[src/include/nvmewc_pkg.sv]
// Shared constants and types of the data EEPROM write controller.
package nvmewc_pkg;

  // ----------------------------------------------------------------
  // Register offsets
  // ----------------------------------------------------------------
  localparam logic [15:0] OFS_CONTROL = 16'h0760;
  localparam logic [15:0] OFS_ADDR_LOW = 16'h0762;
  localparam logic [15:0] OFS_ADDR_UPPER = 16'h0764;
  localparam logic [15:0] OFS_UNLOCK_KEY = 16'h0766;

  // ----------------------------------------------------------------
  // Control field positions and reset values
  // ----------------------------------------------------------------
  localparam int unsigned BIT_START = 15;
  localparam int unsigned BIT_ALLOW = 14;
  localparam int unsigned BIT_FAULT = 13;
  localparam int unsigned BIT_TSEL = 8;
  localparam int unsigned OP_MSB = 6;
  localparam logic [15:0] CONTROL_RESET = 16'h0000;
  localparam logic [15:0] ADDR_LOW_RESET = 16'h0000;
  localparam logic [7:0] ADDR_UPPER_RESET = 8'h00;

  // ----------------------------------------------------------------
  // Unlock keys and operation codes
  // ----------------------------------------------------------------
  localparam logic [7:0] KEY_FIRST = 8'h55;
  localparam logic [7:0] KEY_SECOND = 8'hAA;
  localparam logic [6:0] OP_BLOCK_ERASE = 7'h45;
  localparam logic [6:0] OP_WORD_ERASE = 7'h44;
  localparam logic [6:0] OP_WORD_PROG = 7'h04;
  localparam logic [6:0] OP_BLOCK_PROG = 7'h0A;

  // ----------------------------------------------------------------
  // Data EEPROM region
  // ----------------------------------------------------------------
  localparam logic [23:0] EE_BASE = 24'h7F_F000;
  localparam logic [23:0] EE_LAST = 24'h7F_FFFE;

  // ----------------------------------------------------------------
  // Timing
  // ----------------------------------------------------------------
  localparam int unsigned CLK_PERIOD_NS = 100;
  localparam int unsigned TICK_TIME_NS = 1000;
  localparam int unsigned CYCLE_TIME_MS = 2;
  localparam int unsigned TICK_CLOCKS = TICK_TIME_NS / CLK_PERIOD_NS;
  localparam int unsigned CYCLE_TICKS_DEF =
    CYCLE_TIME_MS * 1000000 / TICK_TIME_NS;

  typedef enum logic [1:0] {KEY_IDLE, KEY_HALF, KEY_ARMED} nvmewc_key_t;

endpackage

[src/include/nvmewc_cycle_if.sv]
// Handshake between the register front end and the cycle timer.
`timescale 1ns/100ps
`default_nettype none
interface nvmewc_cycle_if;
  logic start;
  logic abort;
  logic busy;
  logic done;
  modport ctrl (output start, output abort, input busy, input done);
  modport timer (input start, input abort, output busy, output done);
endinterface
`default_nettype wire

[src/hdl/nvmewc_cycle_timer.sv]
// Background erase and program cycle timer.
`timescale 1ns/100ps
`default_nettype none
module nvmewc_cycle_timer
  import nvmewc_pkg::*;
#(
  parameter int unsigned CYCLE_TICKS = CYCLE_TICKS_DEF
)
(
  // Clock and reset.
  input wire logic ref_clk,
  input wire logic sys_rst,
  // Cycle handshake.
  nvmewc_cycle_if.timer cyc
);

  localparam int unsigned DIV_W = $clog2(TICK_CLOCKS);

  if (CYCLE_TICKS < 1 || CYCLE_TICKS > 65535 || TICK_CLOCKS < 2)
  begin : bad_timing
    $error("Cycle timing parameters out of range.");
  end

  logic [DIV_W-1:0] div_cnt;
  logic [15:0] tick_cnt;
  logic tick;
  int unsigned elapsed;

  assign tick = (div_cnt == DIV_W'(TICK_CLOCKS - 1));

  // ----------------------------------------------------------------
  // Cycle timing
  // ----------------------------------------------------------------
  always_ff @(posedge ref_clk)
  begin
    if (sys_rst || cyc.abort)
    begin
      cyc.busy <= 1'b0;
      cyc.done <= 1'b0;
      div_cnt <= '0;
      tick_cnt <= '0;
    end
    else
    begin
      cyc.done <= 1'b0;
      if (cyc.start && !cyc.busy)
      begin
        cyc.busy <= 1'b1;
        div_cnt <= '0;
        tick_cnt <= '0;
      end
      else if (cyc.busy)
      begin
        if (tick)
        begin
          div_cnt <= '0;
          if (tick_cnt == 16'(CYCLE_TICKS - 1))
          begin
            cyc.busy <= 1'b0;
            cyc.done <= 1'b1;
          end
          else
          begin
            tick_cnt <= tick_cnt + 16'h0001;
          end
        end
        else
        begin
          div_cnt <= div_cnt + DIV_W'(1);
        end
      end
    end
  end

  // ----------------------------------------------------------------
  // Checks
  // ----------------------------------------------------------------
  always_ff @(posedge ref_clk)
  begin
    if (sys_rst || (cyc.start && !cyc.busy))
      elapsed <= 0;
    else if (cyc.busy)
      elapsed <= elapsed + 1;
  end
endmodule
`default_nettype wire

[src/hdl/nvmewc_top.sv]
// Data EEPROM write controller with unlock sequence and cycle timing.
`timescale 1ns/100ps
`default_nettype none
// Operation
// - Start needs 0x55 then 0xAA key writes.
// - Start bit set by software, cleared by hardware.
// - Write-allow needed; cleared at power-up.
// - Hardware clears write-allow only on a reset, pin and watchdog included.
// - Clearing write-allow does not stop cycle.
// - Write-allow must precede start, not together.
// - Pin or watchdog reset mid-cycle sets fault.
// - Lower address survives interrupting reset.
// - Completion clears start, sets sticky done flag.
// - Cycle runs in background, no stall.
// - Array reads invalid during a cycle.
// - Cycle timed internally, about 2 ms.
// - Word or 16-word block erase and program.
// - Targets lie in the data EEPROM region.
// - Target combines upper and lower address.
// - Codes 0x4045 block erase, 0x4044 word erase.
// - Codes 0x4004 word program, 0x400A block program.
// - Lower address captures table instruction address.
module nvmewc_top
  import nvmewc_pkg::*;
#(
  parameter int unsigned CYCLE_TICKS = CYCLE_TICKS_DEF
)
(
  // Clock and reset.
  input wire logic ref_clk,
  input wire logic sys_rst,
  // Warm resets.
  input wire logic external_reset_pin_n,
  input wire logic wdt_reset,
  // Special-function register port.
  input wire logic [15:0] sfr_addr,
  input wire logic sfr_wr_en,
  input wire logic sfr_rd_en,
  input wire logic [15:0] sfr_wdata,
  output logic [15:0] sfr_rdata,
  // Table instruction address capture.
  input wire logic tbl_exec,
  input wire logic [23:0] tbl_ea,
  // Completion flag.
  input wire logic done_flag_clear,
  output logic write_done_flag,
  // Array control.
  output logic array_erase,
  output logic array_program,
  output logic array_block,
  output logic [23:0] array_addr,
  output logic array_read_valid
);

  // ----------------------------------------------------------------
  // Declarations
  // ----------------------------------------------------------------
  nvmewc_cycle_if cyc ();

  logic pin_meta;
  logic pin_sync;
  logic warm;
  logic warm_q;
  logic ctl_write;
  logic low_write;
  logic upper_write;
  logic key_access;
  logic key_write;
  logic go;
  logic op_ok;
  logic region_ok;
  logic [23:0] target;
  logic [15:0] ctl_view;
  nvmewc_key_t key_state;

  logic cycle_start_bit;
  logic write_allow;
  logic write_fault;
  logic timing_select_bit;
  logic [6:0] operation_select;
  logic [15:0] address_low;
  logic [7:0] address_upper;

  function automatic logic op_legal(input logic [6:0] op);
    return op inside {OP_BLOCK_ERASE, OP_WORD_ERASE,
                      OP_WORD_PROG, OP_BLOCK_PROG};
  endfunction

  // ----------------------------------------------------------------
  // Warm reset
  // ----------------------------------------------------------------
  always_ff @(posedge ref_clk)
  begin
    if (sys_rst)
    begin
      pin_meta <= 1'b1;
      pin_sync <= 1'b1;
      warm_q <= 1'b0;
    end
    else
    begin
      pin_meta <= external_reset_pin_n;
      pin_sync <= pin_meta;
      warm_q <= warm;
    end
  end

  assign warm = !pin_sync || wdt_reset;

  // ----------------------------------------------------------------
  // Decode
  // ----------------------------------------------------------------
  assign ctl_write = sfr_wr_en && (sfr_addr == OFS_CONTROL);
  assign low_write = sfr_wr_en && (sfr_addr == OFS_ADDR_LOW);
  assign upper_write = sfr_wr_en && (sfr_addr == OFS_ADDR_UPPER);
  assign key_access = (sfr_wr_en || sfr_rd_en) &&
                      (sfr_addr == OFS_UNLOCK_KEY);
  assign key_write = key_access && sfr_wr_en;

  assign target = {address_upper, address_low};
  assign region_ok = (target >= EE_BASE) && (target <= EE_LAST);
  assign op_ok = op_legal(sfr_wdata[OP_MSB:0]);

  // Start is taken only with a fresh unlock, a prior write-allow,
  // a legal operation and no cycle already running.
  assign go = ctl_write && sfr_wdata[BIT_START] &&
              (key_state == KEY_ARMED) &&
              write_allow &&
              !cycle_start_bit &&
              op_ok && region_ok;

  assign cyc.start = go;
  assign cyc.abort = warm;

  // ----------------------------------------------------------------
  // Unlock sequence
  // ----------------------------------------------------------------
  always_ff @(posedge ref_clk)
  begin
    if (sys_rst || warm)
    begin
      key_state <= KEY_IDLE;
    end
    else if (key_access)
    begin
      unique case (key_state)
        KEY_IDLE:
        begin
          if (key_write && sfr_wdata[7:0] == KEY_FIRST)
            key_state <= KEY_HALF;
        end
        KEY_HALF:
        begin
          if (key_write && sfr_wdata[7:0] == KEY_SECOND)
            key_state <= KEY_ARMED;
          else
            key_state <= KEY_IDLE;
        end
        KEY_ARMED:
        begin
          if (key_write && sfr_wdata[7:0] == KEY_FIRST)
            key_state <= KEY_HALF;
          else
            key_state <= KEY_IDLE;
        end
      endcase
    end
    else if (sfr_wr_en)
    begin
      key_state <= KEY_IDLE;
    end
  end

  // ----------------------------------------------------------------
  // Control register
  // ----------------------------------------------------------------
  always_ff @(posedge ref_clk)
  begin
    if (sys_rst)
    begin
      cycle_start_bit <= CONTROL_RESET[BIT_START];
      write_allow <= CONTROL_RESET[BIT_ALLOW];
      write_fault <= CONTROL_RESET[BIT_FAULT];
      timing_select_bit <= CONTROL_RESET[BIT_TSEL];
      operation_select <= CONTROL_RESET[OP_MSB:0];
    end
    else if (warm)
    begin
      cycle_start_bit <= CONTROL_RESET[BIT_START];
      write_allow <= CONTROL_RESET[BIT_ALLOW];
      write_fault <= cycle_start_bit || (warm_q && write_fault);
      timing_select_bit <= CONTROL_RESET[BIT_TSEL];
      operation_select <= CONTROL_RESET[OP_MSB:0];
    end
    else
    begin
      if (ctl_write)
      begin
        write_allow <= sfr_wdata[BIT_ALLOW];
        write_fault <= sfr_wdata[BIT_FAULT];
        timing_select_bit <= sfr_wdata[BIT_TSEL];
        operation_select <= sfr_wdata[OP_MSB:0];
      end
      if (go)
        cycle_start_bit <= 1'b1;
      else if (cyc.done)
        cycle_start_bit <= 1'b0;
    end
  end

  // ----------------------------------------------------------------
  // Address registers
  // ----------------------------------------------------------------
  always_ff @(posedge ref_clk)
  begin
    if (sys_rst)
    begin
      address_low <= ADDR_LOW_RESET;
      address_upper <= ADDR_UPPER_RESET;
    end
    else
    begin
      // Warm resets leave both registers alone for a retry.
      if (low_write)
        address_low <= sfr_wdata;
      else if (tbl_exec)
        address_low <= tbl_ea[15:0];
      if (upper_write)
        address_upper <= sfr_wdata[7:0];
      else if (tbl_exec)
        address_upper <= tbl_ea[23:16];
    end
  end

  // ----------------------------------------------------------------
  // Completion flag
  // ----------------------------------------------------------------
  always_ff @(posedge ref_clk)
  begin
    if (sys_rst || warm)
      write_done_flag <= 1'b0;
    else if (cyc.done)
      write_done_flag <= 1'b1;
    else if (done_flag_clear)
      write_done_flag <= 1'b0;
  end

  // ----------------------------------------------------------------
  // Array control
  // ----------------------------------------------------------------
  always_ff @(posedge ref_clk)
  begin
    if (sys_rst || warm || cyc.done)
    begin
      array_erase <= 1'b0;
      array_program <= 1'b0;
      array_block <= 1'b0;
      array_read_valid <= 1'b1;
    end
    else if (go)
    begin
      array_erase <= sfr_wdata[6];
      array_program <= !sfr_wdata[6];
      array_block <= sfr_wdata[OP_MSB:0] == OP_BLOCK_ERASE ||
                     sfr_wdata[OP_MSB:0] == OP_BLOCK_PROG;
      array_read_valid <= 1'b0;
    end
  end

  always_ff @(posedge ref_clk)
  begin
    if (sys_rst)
      array_addr <= '0;
    else if (go)
      array_addr <= target;
  end

  // The cycle runs beside the core; no stall reaches it.
  nvmewc_cycle_timer #(
    .CYCLE_TICKS(CYCLE_TICKS)
  ) u_timer (
    .ref_clk(ref_clk),
    .sys_rst(sys_rst),
    .cyc(cyc)
  );

  // ----------------------------------------------------------------
  // Register read
  // ----------------------------------------------------------------
  always_comb
  begin
    ctl_view = '0;
    ctl_view[BIT_START] = cycle_start_bit;
    ctl_view[BIT_ALLOW] = write_allow;
    ctl_view[BIT_FAULT] = write_fault;
    ctl_view[BIT_TSEL] = timing_select_bit;
    ctl_view[OP_MSB:0] = operation_select;
  end

  always_ff @(posedge ref_clk)
  begin
    if (sys_rst)
    begin
      sfr_rdata <= '0;
    end
    else if (sfr_rd_en)
    begin
      unique case (sfr_addr)
        OFS_CONTROL: sfr_rdata <= ctl_view;
        OFS_ADDR_LOW: sfr_rdata <= address_low;
        OFS_ADDR_UPPER: sfr_rdata <= {8'h00, address_upper};
        default: sfr_rdata <= '0;
      endcase
    end
  end
endmodule
`default_nettype wire

[config.mk]
export PLATFORM = sky130hd
export DESIGN_NAME = nvmewc_top
export DESIGN_NICKNAME = d
export VERILOG_FILES = /design/src/include/nvmewc_pkg.sv /design/src/include/nvmewc_cycle_if.sv /design/src/hdl/nvmewc_cycle_timer.sv /design/src/hdl/nvmewc_top.sv
export SDC_FILE = /design/constraint.sdc
export NUM_CORES = 1
export LEC_CHECK = 0
export BUFFER_PORTS_ARGS = -buffer_cell sky130_fd_sc_hd__buf_2
export CAP_MARGIN = 40
export CORE_AREA = 10 10 105 107
export DETAILED_ROUTE_END_ITERATION = 10
export DIE_AREA = 0 0 115 117
export PLACE_DENSITY = 0.9
export SLEW_MARGIN = 20
export SYNTH_ARGS = -nofsm -noshare
export SYNTH_HDL_FRONTEND = slang
export SYNTH_SLANG_ARGS = --single-unit
[constraint.sdc]
create_clock -name ref_clk -period 2.81 [get_ports ref_clk]
set_input_delay 0.562 -clock ref_clk [delete_from_list [all_inputs] [get_ports ref_clk]]
set_output_delay 0.562 -clock ref_clk [all_outputs]
set_load 0.05 [all_outputs]
Yosys cells after proc, flatten, opt, wreduce, memory -nomap -nowiden:

Cells that the tools add are included.

* add/sub/neg operators: 2
* $lt $le $gt $ge: 2
* equality and inequality tests: 15
* muxes and demuxes: 23
* bitwise gates (word level): 3
* reduce and logical (&&, ||, !) cells: 39

Operator list (count)
* equality test 16 x 11 -> 1 bit, second input constant: 5
* one-hot mux 16 bit (3 select lines): 1
* two-way mux 16 bit: 2
* >= comparator 24 x 23 -> 1 bit, second input constant: 1
* <= comparator 24 x 23 -> 1 bit, second input constant: 1
* adder 16 x 1 -> 16 bit, second input constant: 1
* logical AND 1 bit: 16
* two-way mux 8 bit: 2
* equality test 7 bit, second input constant: 2
* two-way mux 1 bit: 12
* nonzero test 2 bit: 6
* equality test 8 x 7 -> 1 bit, second input constant: 1
* equality test 8 bit, second input constant: 1
* two-way mux 2 bit: 4
* equality test 7 x 3 -> 1 bit, second input constant: 1
* equality test 7 x 4 -> 1 bit, second input constant: 1
* logical OR 1 bit: 6
* one-hot mux 2 bit (3 select lines): 1
* adder 4 x 1 -> 4 bit, second input constant: 1
* equality test 4 bit, second input constant: 1
* logical NOT 1 bit: 4
* two-way mux 4 bit: 1
* nonzero test 4 bit: 1
* OR reduction 2 bit: 2
* other kinds (8): 10

* flip-flop bits (word level): 107
* input bits: 64
* output and inout bits: 45

Logic depth before layout (Yosys ltp):

* word-level depth: 10
* depth in mapped cells: 9
* depth with buffers taken out: 7

Modules after synthesis:

From an unflattened synthesis, not the netlist that was laid out.

* cell total of the unflattened synthesis: 557
* area total of the unflattened synthesis: 4929.7 µm²

By module, submodules not included
* nvmewc_top: times used 1, cells each 427, area an instance 3836.2 µm², seq. area each 1701.6 µm²
* nvmewc_cycle_timer: times used 1, cells each 130, area an instance 1093.5 µm², seq. area each 440.4 µm²

Worst setup path before layout:

OpenSTA, ideal clock, no wires.

* kind: input port to flip-flop
* from: in sfr_wdata[1]
* to: reg array_addr[4]
* setup time: 0.132 ns
* arrival time: 1.949 ns
* required time: 2.678 ns
* slack: 0.729 ns
* stages: 6
* buffers on the path: 1
* cell sequence: or3b_1 -> a2111oi_2 -> nand4_1 -> clkbuf_1 -> o21ai_1 -> a21oi_1

* cells in the longest elaborated chain, start to end: 4

Ends and longest elaborated chain
* start: declaration: line nvmewc_top.sv:39 `input wire logic [15:0] sfr_wdata,`
* equality test 7 bit (tied with other cells): line nvmewc_top.sv:85 `return op inside {OP_BLOCK_ERASE, OP_WORD_ERASE,`
* nonzero test 4 bit (*): line nvmewc_top.sv:85
* logical AND 1 bit (*): line nvmewc_top.sv:129 `!cycle_start_bit &&`
* logical AND 1 bit (*): line nvmewc_top.sv:130 `op_ok && region_ok;`
* end signal: assignment: line nvmewc_top.sv:275 `array_addr <= target;`
* end: declaration: line nvmewc_top.sv:51 `output logic [23:0] array_addr,`

Mark *: on every way between the ends. The rest lies on a longest branch, timed or not.
A chain may end at the register's enable or synchronous reset.

Final worst setup path:

* from: reg key_state[0]
* to: reg array_addr[3]

* cells in the longest elaborated chain, start to end: 6

Ends and longest elaborated chain
* start: declaration: line nvmewc_top.sv:74 `nvmewc_key_t key_state;`
* start signal: assignment: line nvmewc_top.sv:142 `key_state <= KEY_IDLE;`
* start signal: assignment: line nvmewc_top.sv:150 `key_state <= KEY_HALF;`
* start signal: assignment: line nvmewc_top.sv:155 `key_state <= KEY_ARMED;`
* equality test 2 bit: line nvmewc_top.sv:127 `(key_state == KEY_ARMED) &&`
* logical AND 1 bit: line nvmewc_top.sv:126 `assign go = ctl_write && sfr_wdata[BIT_START] &&`
* logical AND 1 bit: line nvmewc_top.sv:127
* logical AND 1 bit: line nvmewc_top.sv:128 `write_allow &&`
* logical AND 1 bit: line nvmewc_top.sv:129
* logical AND 1 bit: line nvmewc_top.sv:130

No other way between the ends.

==> flow_metrics.tcl <==
set metrics [dict create \
    ir_worst_vdd_mv 0.2920 \
    h-tree-depth 3 \
    clock_power_share_pct 33.7 \
    layout_common_cells "108 x buf_2, 107 x dfxtp_1, 61 x nor2_1" \
    via_per_inst 6.044 \
    synthArstFlopShare_pct 0 \
    rr_startpoint "key_state[0]$_SDFFE_PP0P_" \
    rsz0062_at_grt "no" \
    syn_to_final_growth_pct 17.20 \
    synthTopCellsByArea "dfxtp_1 45%, mux2i_1 6.9%, a21oi_1 5.2%, nor2_1 4.8%, nand4_1 3.8%" \
    final_common_cell "buf_2" \
    grt_pass1_wl_mm 21.82 \
    cts_tree "yes" \
    hp-start "external_reset_pin_n" \
    wl_per_cell_um 18.48 \
    start_util_pct 52.88 \
    slowest_stage "or4bb_1" \
    clockBufferDepth 2 \
    slowest_delay_ns 0.50 \
    post_cts_resized 0 \
    cts_root_buf "clkbuf_8" \
    hold_viol 0 \
    grt_overflow 0 \
    fin_crit_sh_pct 90.26 \
    run_status "finished clean" \
    yosys_warnings 0 \
    r2r-end "array_addr[3]$_SDFFE_PP0P_" \
    antenna_found_initial 0 \
    required_ns 3.11 \
    postCtsSetupBuffers 0 \
    power_leakage_nw 2.189 \
    layout.nets 698 \
    r2r_cells 8 \
    fin_skew_ns 0.01621 \
    port-buffer-count 108 \
    multi_input_area_mm2 0.002415 \
    path_cells "inv_1, ha_1, or4bb_1, nor3_1, and2_1, buf_4, nand4_1, a21oi_1" \
    drt_iter0_drc 600 \
    wl_met1_mm 5.678 \
    synth_area_per_cell_um2 8.985 \
    drc 0 \
    cts_made_buffers 9 \
    drive_gt1_share_pct 25.20 \
    drv_slew 0 \
    wl_met2_mm 6.375 \
    hp-class "input port to flop" \
    clock_latency_ns 0.38 \
    p_switching_mw 0.6826 \
    dr.max_layer_used "met4" \
    vias 4509 \
    critical_path_class "flop to flop" \
    hold-path-cell-count 2 \
    ys_types 54 \
    pwr-share-comb_pct 7.5 \
    diodes 0 \
    routed-wl-met3_mm 1.377 \
    sw_frac_of_total_pct 25.70 \
    die_w_um 115 \
    drv_cap 0 \
    track_usage_pct 20.01 \
    synth_edf_count 0 \
    total_power_mw 2.657 \
    power.density_mw_per_mm2 475.1 \
    fill_cells 737 \
    row_count 35 \
    clkTransAtPathRegs_ns 0.09 \
    syn_nets 599 \
    crit_path_start_kind "flop" \
    io_pins 109 \
    critPathCapture "array_addr[3]$_SDFFE_PP0P_" \
    grt_pass1_vias 4311 \
    grt_start_max_net_pins 38 \
    dieArea_mm2 0.01346 \
    setup_violations 0 \
    clock.fmax_ghz 0.3943 \
    netlist_area_mm2 0.004771 \
    r2r_setup_slack_ns 0.27 \
    worst_pin_slew_ns 0.8272 \
    die_h_um 117 \
    cp-end-kind "flop" \
    synth_top_area_share_pct 44.90 \
    cts_sinks 107 \
    sequentialPowerShare_pct 58.9 \
    gp_congestion 0.9411 \
    critPathMaxFanout 11 \
    antenna_left 0 \
    slew_headroom_pct 44.35 \
    p_int_mw 1.974 \
    min_period_ns 2.536 \
    finalWirelength_mm 13.79 \
    synthFlopType "dfxtp_1" \
    synth_seq_cells 107 \
    firstDrtPassIters 5 \
    crit_arrival_ns 2.84 \
    core_area_mm2 0.009021 \
    hpwl_mm 10.30 \
    seq_area_mm2 0.002142 \
    cts.hold.buffers_added 0 \
    ys_seq_area_share_pct 44.90 \
    synth_cells 531 \
    yosysTopAreaCell "dfxtp_1" \
    crit_path_start "key_state[0]$_SDFFE_PP0P_" \
    setup_tns_ns 0 \
]
==> cell usage after synthesis, types with 10 or more instances <==
library cell,count
dfxtp_1,107
a211oi_1,24
o21ai_1,15
inv_1,18
mux2i_1,33
a21oi_1,50
mux2_2,12
nand4_1,29
xor2_1,10
a22oi_1,11
nand3_1,18
clkbuf_1,25
nand2_1,23
nor2_1,61
==> worst max-delay path, delay by kind of cell, from the launching register on <==
family                   cells  cell delay, ns
flip-flops                   1            0.35
AND/OR/NAND/NOR              4            1.43
buffers and inverters        2            0.31
adder cells (fa/ha/maj)      1            0.21
AO/OA/AOI/OAI                1            0.17
==> flip-flops by register name (all words and copies together), names as in the netlist, 2 cells and up <==
name	flops
key_state	2
operation_select	7
u_timer.tick_cnt	16
address_low	16
u_timer.div_cnt	4
sfr_rdata	16
address_upper	8
array_addr	24
==> routing by layer <==
metal / global-route usage (%) / vias to the layer above
met5: 0 / -
met4: 7.261 / 0
met3: 5.148 / 40
met2: 32.24 / 256
met1: 25.27 / 2101
li1: - / 2112
==> cell families after synthesis <==
group	share of synthesized area, %
multiplexers	9.756
XOR/XNOR	2.387
buffers and inverters	4.484
flip-flops	44.90
adder cells (fa/ha/maj)	1.049
AND/OR/NAND/NOR	22.34
AO/OA/AOI/OAI	15.08
==> per-stage QoR <==
stage	setup WS [ns]	std cells	cell area (um2)	utilization [%]	hold slack [ns]
2_1_floorplan	0.7291	531	4771	-	0.3895
3_3_place_gp	0.4723	730	5405	59.92	0.3937
3_5_place_dp	0.3679	730	5405	59.92	0.4026
4_1_cts	0.3499	746	5592	61.98	0.3592
5_1_grt	0.1411	746	5592	61.98	0.3717
6_report	0.2737	746	5592	61.98	0.3692
==> area by class of cell <==
type | instances | area share [%]
clock inverter | 6 | 0.8727
sequential | 107 | 38.31
multi-input combinational | 372 | 43.19
inverter | 19 | 1.275
timing repair buffer | 121 | 11.41
tap | 111 | 2.484
clock buffer | 10 | 2.461
==> how the worst min path moves through the flow <==
stage                          end
2_1_floorplan  pin_sync$_SDFF_PP1_
3_3_place_gp   pin_sync$_SDFF_PP1_
3_5_place_dp   pin_sync$_SDFF_PP1_
4_1_cts        pin_meta$_SDFF_PP1_
5_1_grt        pin_meta$_SDFF_PP1_
6_report       pin_meta$_SDFF_PP1_
==> power by group through the flow <==
stage          Combinational [mW]  Clock (mW)  Sequential (mW)
2_1_floorplan               0.105           0             1.59
3_3_place_gp                0.186           0             1.60
3_5_place_dp                0.193           0             1.60
4_1_cts                     0.195       0.901             1.56
5_1_grt                     0.212       0.966             1.57
6_report                    0.198       0.894             1.56
(Power assumes the default switching activity.)
